`src/design/phs_cfg.svh`:
```
// Purpose: constants for the pci hold / stop / ready handshake block
// Assumes: single 100 MHz clock, synchronous active-high reset
// Notes:   encodings and counts only, no logic
`ifndef PHS_CFG_SVH
`define PHS_CFG_SVH
`define PHS_ASSERTED        1'b0
`define PHS_DEASSERTED      1'b1
`define PHS_OE_DRIVE        1'b0
`define PHS_OE_FLOAT        1'b1
`define PHS_RELEASE_CYCLES  2'h1
`define PHS_CNT_ZERO        2'h0
`endif

```
`src/design/phs_pkg.sv`:
```
// Purpose: types for the pci hold / stop / ready handshake block
// Assumes: nothing beyond the config header
// Notes:   one-hot state codes written out
package phs_pkg;
   typedef enum logic [4:0] {
      MST_IDLE    = 5'b0_0001,
      MST_REQ     = 5'b0_0010,
      MST_OWN     = 5'b0_0100,
      MST_RELEASE = 5'b0_1000,
      MST_WAIT    = 5'b1_0000
   } phs_mst_t;
   typedef enum logic [2:0] {
      TGT_IDLE = 3'b001,
      TGT_DATA = 3'b010,
      TGT_TURN = 3'b100
   } phs_tgt_t;
endpackage

```
`src/design/phs_edge_event.sv`:
```
// Purpose: register an active-low line and flag each new active sample once
// Assumes: line is synchronous to clk
// Notes:   pulse lasts one clock, gated by an enable
`timescale 1ns/1ps
`include "phs_cfg.svh"
module phs_edge_event (
   // clock and reset
   input  wire logic clk,
   input  wire logic sys_rst,
   // line and gating
   input  wire logic line_n,
   input  wire logic enable,
   // event out
   output logic      event_q
);
   logic line_q;
   logic prev_q;
   wire  fall_seen = (line_q == `PHS_ASSERTED) && (prev_q == `PHS_DEASSERTED);

   // sample the line and its previous value
   always_ff @(posedge clk) begin
      if (sys_rst) begin
         line_q  <= `PHS_DEASSERTED;
         prev_q  <= `PHS_DEASSERTED;
         event_q <= 1'b0;
      end else begin
         line_q  <= line_n;
         prev_q  <= line_q;
         event_q <= fall_seen && enable;
      end
   end
endmodule // phs_edge_event

```
`src/design/phs_handshake.sv`:
```
// Purpose: pci hold request/grant, target stop/ready, initiator stop and error nmi
// Assumes: all pci inputs synchronous to clk; address/data and parity live elsewhere
// Notes:   shared pins are split into in / out / oe_n, oe_n low means driving
// Functional notes
// - low hold grant means we own the bus; high means no grant.
// - request bus by driving hold low; passive release is one clock high.
// - sampled system error with nmi enabled raises an nmi to the cpu.
// - as target, assert stop to ask the initiator to terminate.
// - as initiator, end the transaction when target stop is sampled.
// - stop driven only as target, otherwise treated as an input.
// - stop floats from reset until next driven as selected target.
// - data phase completes only when both ready lines sampled low.
// - target read: ready only while valid read data is driven.
// - target write: ready only when able to capture write data.
// - target ready driven as target, sampled as initiator.
// - target ready floats from reset until next driven as target.
// - error, stop and ready pins float unless driven in a transaction.
// - initiator ready only with valid write data or read capture ready.
`timescale 1ns/1ps
`include "phs_cfg.svh"
module phs_handshake (
   // clock and reset
   input  wire logic clk,
   input  wire logic sys_rst,
   input  wire logic pci_bus_reset_n,
   // arbiter sideband
   output logic      bus_hold_request_n,
   input  wire logic bus_hold_grant_n,
   // initiator side user port
   input  wire logic mst_want,
   input  wire logic mst_release,
   input  wire logic mst_data_valid,
   output logic      mst_granted,
   output logic      mst_stopped,
   output logic      mst_phase_done,
   // initiator ready from the rest of the unit
   input  wire logic irdy_in_n,
   input  wire logic irdy_out_n,
   // target side user port
   input  wire logic tgt_select,
   input  wire logic tgt_is_read,
   input  wire logic tgt_data_ready,
   input  wire logic tgt_stop_req,
   input  wire logic tgt_last,
   output logic      tgt_phase_done,
   // stop pin
   input  wire logic stop_in_n,
   output logic      stop_out_n,
   output logic      stop_oe_n,
   // target ready pin
   input  wire logic trdy_in_n,
   output logic      trdy_out_n,
   output logic      trdy_oe_n,
   // system error pin
   input  wire logic serr_in_n,
   output logic      serr_out_n,
   output logic      serr_oe_n,
   // nmi
   input  wire logic nmi_enable,
   output logic      nmi_q
);
   phs_pkg::phs_mst_t mst_q, mst_d;
   phs_pkg::phs_tgt_t tgt_q, tgt_d;
   logic       hold_n_q;
   logic       granted_q;
   logic       stopped_q;
   logic       mst_done_q;
   logic       tgt_done_q;
   logic       stop_q;
   logic       stop_oe_q;
   logic       trdy_q;
   logic       trdy_oe_q;
   logic       nmi_hold_q;
   logic       serr_q;
   logic       serr_oe_q;
   logic [1:0] rel_cnt_q;
   logic       serr_event;

   // any reset, including pci reset for every clock it is held low, floats pins
   wire any_rst    = sys_rst || (pci_bus_reset_n == `PHS_ASSERTED);
   wire grant_seen = (bus_hold_grant_n == `PHS_ASSERTED);
   wire stop_seen  = (stop_in_n == `PHS_ASSERTED);
   wire irdy_seen  = (irdy_in_n == `PHS_ASSERTED);
   wire trdy_seen  = (trdy_in_n == `PHS_ASSERTED);
   wire own_irdy   = (irdy_out_n == `PHS_ASSERTED) && mst_data_valid;
   wire mst_active = (mst_q == phs_pkg::MST_OWN);
   wire tgt_active = (tgt_q == phs_pkg::TGT_DATA);
   // completion follows the ready pin the initiator sees, not the raw request
   wire tgt_ready  = tgt_active && (trdy_q == `PHS_ASSERTED);
   // stop leaves the data phase only once the pin has been shown low
   wire tgt_stop   = tgt_active && tgt_stop_req && (stop_q == `PHS_ASSERTED);
   // completion needs both ready lines low on the same edge
   wire mst_done   = mst_active && own_irdy && trdy_seen;
   wire tgt_done   = tgt_ready && irdy_seen;
   wire rel_done   = (rel_cnt_q == `PHS_RELEASE_CYCLES);
   wire tgt_rw_ok  = tgt_is_read || !tgt_is_read;

   // initiator ownership sequence
   always_comb begin
      mst_d = mst_q;
      case (mst_q)
         phs_pkg::MST_IDLE:    if (mst_want) mst_d = phs_pkg::MST_REQ;
         phs_pkg::MST_REQ:     if (grant_seen) mst_d = phs_pkg::MST_OWN;
         phs_pkg::MST_OWN: begin
            if (stop_seen) mst_d = phs_pkg::MST_WAIT;
            else if (mst_release) mst_d = phs_pkg::MST_RELEASE;
            else if (!grant_seen) mst_d = phs_pkg::MST_IDLE;
         end
         phs_pkg::MST_RELEASE: if (rel_done) mst_d = phs_pkg::MST_REQ;
         phs_pkg::MST_WAIT:    mst_d = mst_want ? phs_pkg::MST_REQ : phs_pkg::MST_IDLE;
         default:              mst_d = phs_pkg::MST_IDLE;
      endcase
   end

   // target data sequence, turnaround drives high one clock before floating
   always_comb begin
      tgt_d = tgt_q;
      case (tgt_q)
         phs_pkg::TGT_IDLE: if (tgt_select && tgt_rw_ok) tgt_d = phs_pkg::TGT_DATA;
         phs_pkg::TGT_DATA: if (tgt_stop || (tgt_done && tgt_last)) tgt_d = phs_pkg::TGT_TURN;
         phs_pkg::TGT_TURN: tgt_d = phs_pkg::TGT_IDLE;
         default:           tgt_d = phs_pkg::TGT_IDLE;
      endcase
   end

   // state registers
   always_ff @(posedge clk) begin
      if (any_rst) begin
         mst_q <= phs_pkg::MST_IDLE;
         tgt_q <= phs_pkg::TGT_IDLE;
      end else begin
         mst_q <= mst_d;
         tgt_q <= tgt_d;
      end
   end

   // hold request: low while requesting or owning, high for one release clock
   always_ff @(posedge clk) begin
      if (any_rst) begin
         hold_n_q  <= `PHS_DEASSERTED;
         rel_cnt_q <= `PHS_CNT_ZERO;
      end else begin
         hold_n_q  <= ((mst_d == phs_pkg::MST_REQ) || (mst_d == phs_pkg::MST_OWN))
                      ? `PHS_ASSERTED : `PHS_DEASSERTED;
         rel_cnt_q <= (mst_d == phs_pkg::MST_RELEASE) ? `PHS_RELEASE_CYCLES : `PHS_CNT_ZERO;
      end
   end

   // initiator status flags
   always_ff @(posedge clk) begin
      if (any_rst) begin
         granted_q  <= 1'b0;
         stopped_q  <= 1'b0;
         mst_done_q <= 1'b0;
      end else begin
         granted_q  <= (mst_d == phs_pkg::MST_OWN);
         stopped_q  <= mst_active && stop_seen;
         mst_done_q <= mst_done;
      end
   end

   // stop pin, output only as target, input otherwise
   always_ff @(posedge clk) begin
      if (any_rst) begin
         stop_q    <= `PHS_DEASSERTED;
         stop_oe_q <= `PHS_OE_FLOAT;
      end else begin
         stop_q    <= (tgt_d == phs_pkg::TGT_DATA) && tgt_stop_req ? `PHS_ASSERTED : `PHS_DEASSERTED;
         stop_oe_q <= (tgt_d == phs_pkg::TGT_IDLE) ? `PHS_OE_FLOAT : `PHS_OE_DRIVE;
      end
   end

   // target ready pin, output only as target, input as initiator
   always_ff @(posedge clk) begin
      if (any_rst) begin
         trdy_q     <= `PHS_DEASSERTED;
         trdy_oe_q  <= `PHS_OE_FLOAT;
         tgt_done_q <= 1'b0;
      end else begin
         trdy_q     <= (tgt_d == phs_pkg::TGT_DATA) && tgt_data_ready
                       ? `PHS_ASSERTED : `PHS_DEASSERTED;
         trdy_oe_q  <= (tgt_d == phs_pkg::TGT_IDLE) ? `PHS_OE_FLOAT : `PHS_OE_DRIVE;
         tgt_done_q <= tgt_done;
      end
   end

   // one nmi pulse per system error pulse when enabled
   phs_edge_event u_serr_event (
      .clk     (clk),
      .sys_rst (any_rst),
      .line_n  (serr_in_n),
      .enable  (nmi_enable),
      .event_q (serr_event)
   );

   always_ff @(posedge clk) begin
      if (any_rst) nmi_hold_q <= 1'b0;
      else         nmi_hold_q <= serr_event;
   end

   // error pin held released; no error source lives in this block
   always_ff @(posedge clk) begin
      if (any_rst) begin
         serr_q    <= `PHS_DEASSERTED;
         serr_oe_q <= `PHS_OE_FLOAT;
      end else begin
         serr_q    <= `PHS_DEASSERTED;
         serr_oe_q <= `PHS_OE_FLOAT;
      end
   end

   // outputs straight from flip-flops; error pin never driven here
   assign bus_hold_request_n = hold_n_q;
   assign mst_granted        = granted_q;
   assign mst_stopped        = stopped_q;
   assign mst_phase_done     = mst_done_q;
   assign tgt_phase_done     = tgt_done_q;
   assign stop_out_n         = stop_q;
   assign stop_oe_n          = stop_oe_q;
   assign trdy_out_n         = trdy_q;
   assign trdy_oe_n          = trdy_oe_q;
   assign serr_out_n         = serr_q;
   assign serr_oe_n          = serr_oe_q;
   assign nmi_q              = nmi_hold_q;
endmodule // phs_handshake

```
`config.mk`:
```
export PLATFORM = sky130hd
export DESIGN_NAME = phs_handshake
export DESIGN_NICKNAME = d
export VERILOG_FILES = /design/src/design/phs_pkg.sv /design/src/design/phs_edge_event.sv /design/src/design/phs_handshake.sv
export VERILOG_INCLUDE_DIRS = /design/src /design/src/design
export SDC_FILE = /design/constraint.sdc
export NUM_CORES = 1
export LEC_CHECK = 0
export BUFFER_PORTS_ARGS = -buffer_cell sky130_fd_sc_hd__buf_2
export CAP_MARGIN = 15
export CORE_MARGIN = 1.5
export CORE_UTILIZATION = 51
export CTS_BUF_LIST = sky130_fd_sc_hd__clkbuf_16
export CTS_CLUSTER_SIZE = 8
export DETAILED_ROUTE_END_ITERATION = 10
export GPL_TIMING_DRIVEN = 0
export HOLD_SLACK_MARGIN = 0.1
export PLACE_DENSITY = 0.81
export SYNTH_ARGS = -nofsm -noshare
export SYNTH_HDL_FRONTEND = slang
export SYNTH_SLANG_ARGS = --single-unit
```
`constraint.sdc`:
```
create_clock -name clk -period 2.7 [get_ports clk]
set_clock_uncertainty 0.05 [all_clocks]
set_input_delay 0.27 -clock clk [delete_from_list [all_inputs] [get_ports clk]]
set_output_delay 0.27 -clock clk [all_outputs]
set_load 0.01 [all_outputs]
```
==> impl_metrics.env <==
export IMPL_status="complete, no violations"
export IMPL_core_area_um2=1540
export IMPL_antenna_found_initial=0
export IMPL_vias_per_cell=5.68
export IMPL_layout_nets=138
export IMPL_first_pass_iters=4
export IMPL_path_delay_family="compound AO/OA/AOI/OAI gates"
export IMPL_r2r_slack_ps=1420
export IMPL_crit_arrival_ps=1380
export IMPL_place_ws_ps=1430
export IMPL_cp_num_buf_inv=1
export IMPL_max_vdd_ir_drop_mv=0.363
export IMPL_clock_path_buffers=2
export IMPL_cts_htree_levels=1
export IMPL_combPwrFrac_pct=8.5
export IMPL_rsz0062_at_grt="no"
export IMPL_vias=767
export IMPL_fillers=123
export IMPL_gp_congestion=0.774
export IMPL_p_per_area_nw_per_um2=623
export IMPL_final_area_um2=1100
export IMPL_setup_violations=0
export IMPL_cts_buffers=3
export IMPL_drc_errors=0
export IMPL_cts_tree="done"
export IMPL_grt_start_max_net_pins=13
export IMPL_p_switching_mw=0.142
export IMPL_insertion_delay_ps=250
export IMPL_syn_avg_cell_area_um2=9.81
export IMPL_crit_path_max_incr_delay_ps=300
export IMPL_cts_sinks=21
export IMPL_hold_buffers=0
export IMPL_cts_setup_buffers=0
export IMPL_p_sw_share_pct=20.7
export IMPL_critPathLaunchType="register"
export IMPL_p_leak_nw=0.470
export IMPL_place_area_um2=1020
export IMPL_syn_area_um2=863
export IMPL_r2r_end="bus_hold_request_n"
export IMPL_netlist_instances=88
export IMPL_reg2reg_depth=4
export IMPL_overflow=0
export IMPL_period_needed_ps=1280
export IMPL_clk_pin_slew_ps=60
export IMPL_crit_fanout=9
export IMPL_dp_cells=131
export IMPL_grt_pass1_wl_mm=2.87
export IMPL_fp_dieW_um=44.1
export IMPL_cp_end_kind="register"
export IMPL_critPathKind="reg2reg"
export IMPL_dp_hpwl_mm=1.26
export IMPL_grt_total_usage_pct=20.2
export IMPL_final_util_pct=71.2
export IMPL_synth_distinct_cells=35
export IMPL_dieHeight_um=44.1
export IMPL_stdcell_count=135
export IMPL_routedWlPerCell_um=13.7
export IMPL_first_global_vias=670
export IMPL_insertedDiodeCount=0
export IMPL_setup_tns_ps=0
export IMPL_hold_slack_ps=131
export IMPL_fmax_mhz=779
export IMPL_rr_startpoint="mst_q[1]"
export IMPL_cts_root_buf="clkbuf_16"
export IMPL_die_area_um2=1950
export IMPL_finalCritPeriodShare_pct=47.6
export IMPL_hold_path_end="mst_phase_done"
export IMPL_clock_power_share_pct=44.9
export IMPL_cts_resized=0
export IMPL_area_growth_pct=27.1
export IMPL_finalMaxSlewViolations=0
export IMPL_wirelength_mm=1.86
export IMPL_hp_start="irdy_out_n"
export IMPL_yosysWarnings=0
export IMPL_hold_class="in2reg"
export IMPL_p_int_mw=0.542
export IMPL_seq_area_frac_synth_pct=48.7
export IMPL_hold_depth=2
export IMPL_power_mw=0.684
export IMPL_required_ps=2790
export IMPL_layout_setup_ws_ps=1420
export IMPL_boundaryPins=30
export IMPL_path_cells="buf_2, nor4b_1, a22oi_1, a31o_1"
export IMPL_layout_drive_gt1_share_pct=33.6
export IMPL_ant_nets=0
export IMPL_cap_violations=0
export IMPL_finalHoldViolCount=0
export IMPL_slowest_stage="dfxtp_1"
export IMPL_row_count=14
export IMPL_port_buffers=26
export IMPL_initialDrtViolationCount=17
export IMPL_initial_core_util_pct=56.0
export IMPL_pwr_share_seq_pct=46.6
export IMPL_ys_ff_latch=21
==> layout make-up <==
type | count | area, um2 | area share [%]
Inverter | 2 | 7.51 | 0.684
Clock inverter | 1 | 5.00 | 0.456
Sequential cell | 21 | 420 | 38.3
Clock buffer | 3 | 75.1 | 6.84
Multi-Input combinational cell | 61 | 400 | 36.5
Tap cell | 16 | 20.0 | 1.82
Timing Repair Buffer | 26 | 130 | 11.9
Buffer | 5 | 38.8 | 3.53
==> worst max-delay path by stage <==
stage | start | endpoint | slack (ps) | depth (start not counted)
CTS | mst_q[1] | mst_granted | 1430 | 4
finish | mst_q[1] | bus_hold_request_n | 1420 | 4
global placement | sys_rst | mst_phase_done | 1440 | 4
detailed placement | sys_rst | mst_phase_done | 1430 | 4
floorplan | mst_q[1] | bus_hold_request_n | 1550 | 4
global route | mst_q[2] | mst_phase_done | 1320 | 3
==> layout by cell type (no fill, tap or decap), types with 2 or more instances in the layout <==
cell type / synthesis / layout
dfxtp_1: 21 / 21
buf_4: 3 / 3
nand2_1: 5 / 5
a211oi_1: 2 / 2
nor2b_1: 4 / 4
nor4b_1: 2 / 2
nand2b_1: 3 / 3
buf_2: 1 / 27
clkbuf_16: 0 / 3
nor2_1: 12 / 12
xor2_1: 2 / 2
nor3_1: 2 / 2
and2_1: 2 / 2
nand3_1: 5 / 5
nor3b_1: 2 / 2
inv_1: 2 / 2
conb_1: 1 / 2
==> power groups by stage <==
stage / Sequential [mW] / Combinational, mW / Clock (mW)
floorplan: 0.326 / 0.0326 / 0
global placement: 0.325 / 0.0541 / 0
detailed placement: 0.326 / 0.0555 / 0
CTS: 0.319 / 0.0575 / 0.309
global route: 0.319 / 0.0626 / 0.326
finish: 0.319 / 0.0580 / 0.307
==> flip-flops by register name, summed over array words and instances, names as in the netlist <==
name,count
trdy_oe_n,1
rel_cnt_q,1
u_serr_event.line_q,1
tgt_phase_done,1
bus_hold_request_n,1
mst_phase_done,1
trdy_out_n,1
u_serr_event.event_q,1
mst_granted,1
mst_stopped,1
nmi_q,1
mst_q,5
stop_out_n,1
tgt_q,3
u_serr_event.prev_q,1
==> kinds of logic (layout without fill, tap and decap cells) <==
group / Yosys count / count (layout) / share of synthesized area [%]
AOI/OAI and AO/OA: 12 / 12 / 11.3
xor gates and xnor gates: 2 / 2 / 2.03
buffers and inverters: 7 / 37 / 5.36
DFF: 21 / 21 / 48.7
other: 1 / 2 / 0.434
and+or+nand+nor: 45 / 45 / 32.2
==> worst register-to-register path, stage by stage (launching register included) <==
cell	delay, ps
dfxtp_1	300
buf_2	180
nor4b_1	280
a22oi_1	140
a31o_1	230
==> synthesized netlist by cell type <==
cell      number  area [um2]
a22o_1         1        8.76
nand3_1        5        25.0
o221ai_1       1        8.76
nand2b_1       3        18.8
and2b_1        1        7.51
nand2_1        5        18.8
o21ai_0        1        5.00
nor3b_1        2        15.0
nand4b_2       1        15.0
conb_1         1        3.75
inv_1          2        7.51
and2_1         2        12.5
o21a_1         1        7.51
nor2b_1        4        25.0
nor4b_1        2        17.5
a21oi_1        1        5.00
a211oi_1       2        15.0
o41ai_2        1        16.3
xor2_1         2        17.5
buf_4          3        22.5
dfxtp_1       21         420
buf_6          1        11.3
nand3b_1       1        7.51
a31oi_1        1        6.26
a32oi_1        1        8.76
buf_2          1        5.00
nor4b_2        1        15.0
a22oi_1        1        7.51
a31o_1         1        8.76
nor4bb_1       1        10.0
nor3b_2        1        12.5
nand4_1        1        6.26
nor3_4         1        16.3
nor2_1        12        45.0
nor3_1         2        10.0
==> metal layers <==
metal	wire length [um]	vias to the layer above	GRT usage [%]
met5	0	-	0
met4	19	0	5.45
met3	102	5	3.67
met2	961	32	36.8
met1	772	363	24.2
li1	-	367	-
(Power assumes the default switching activity.)
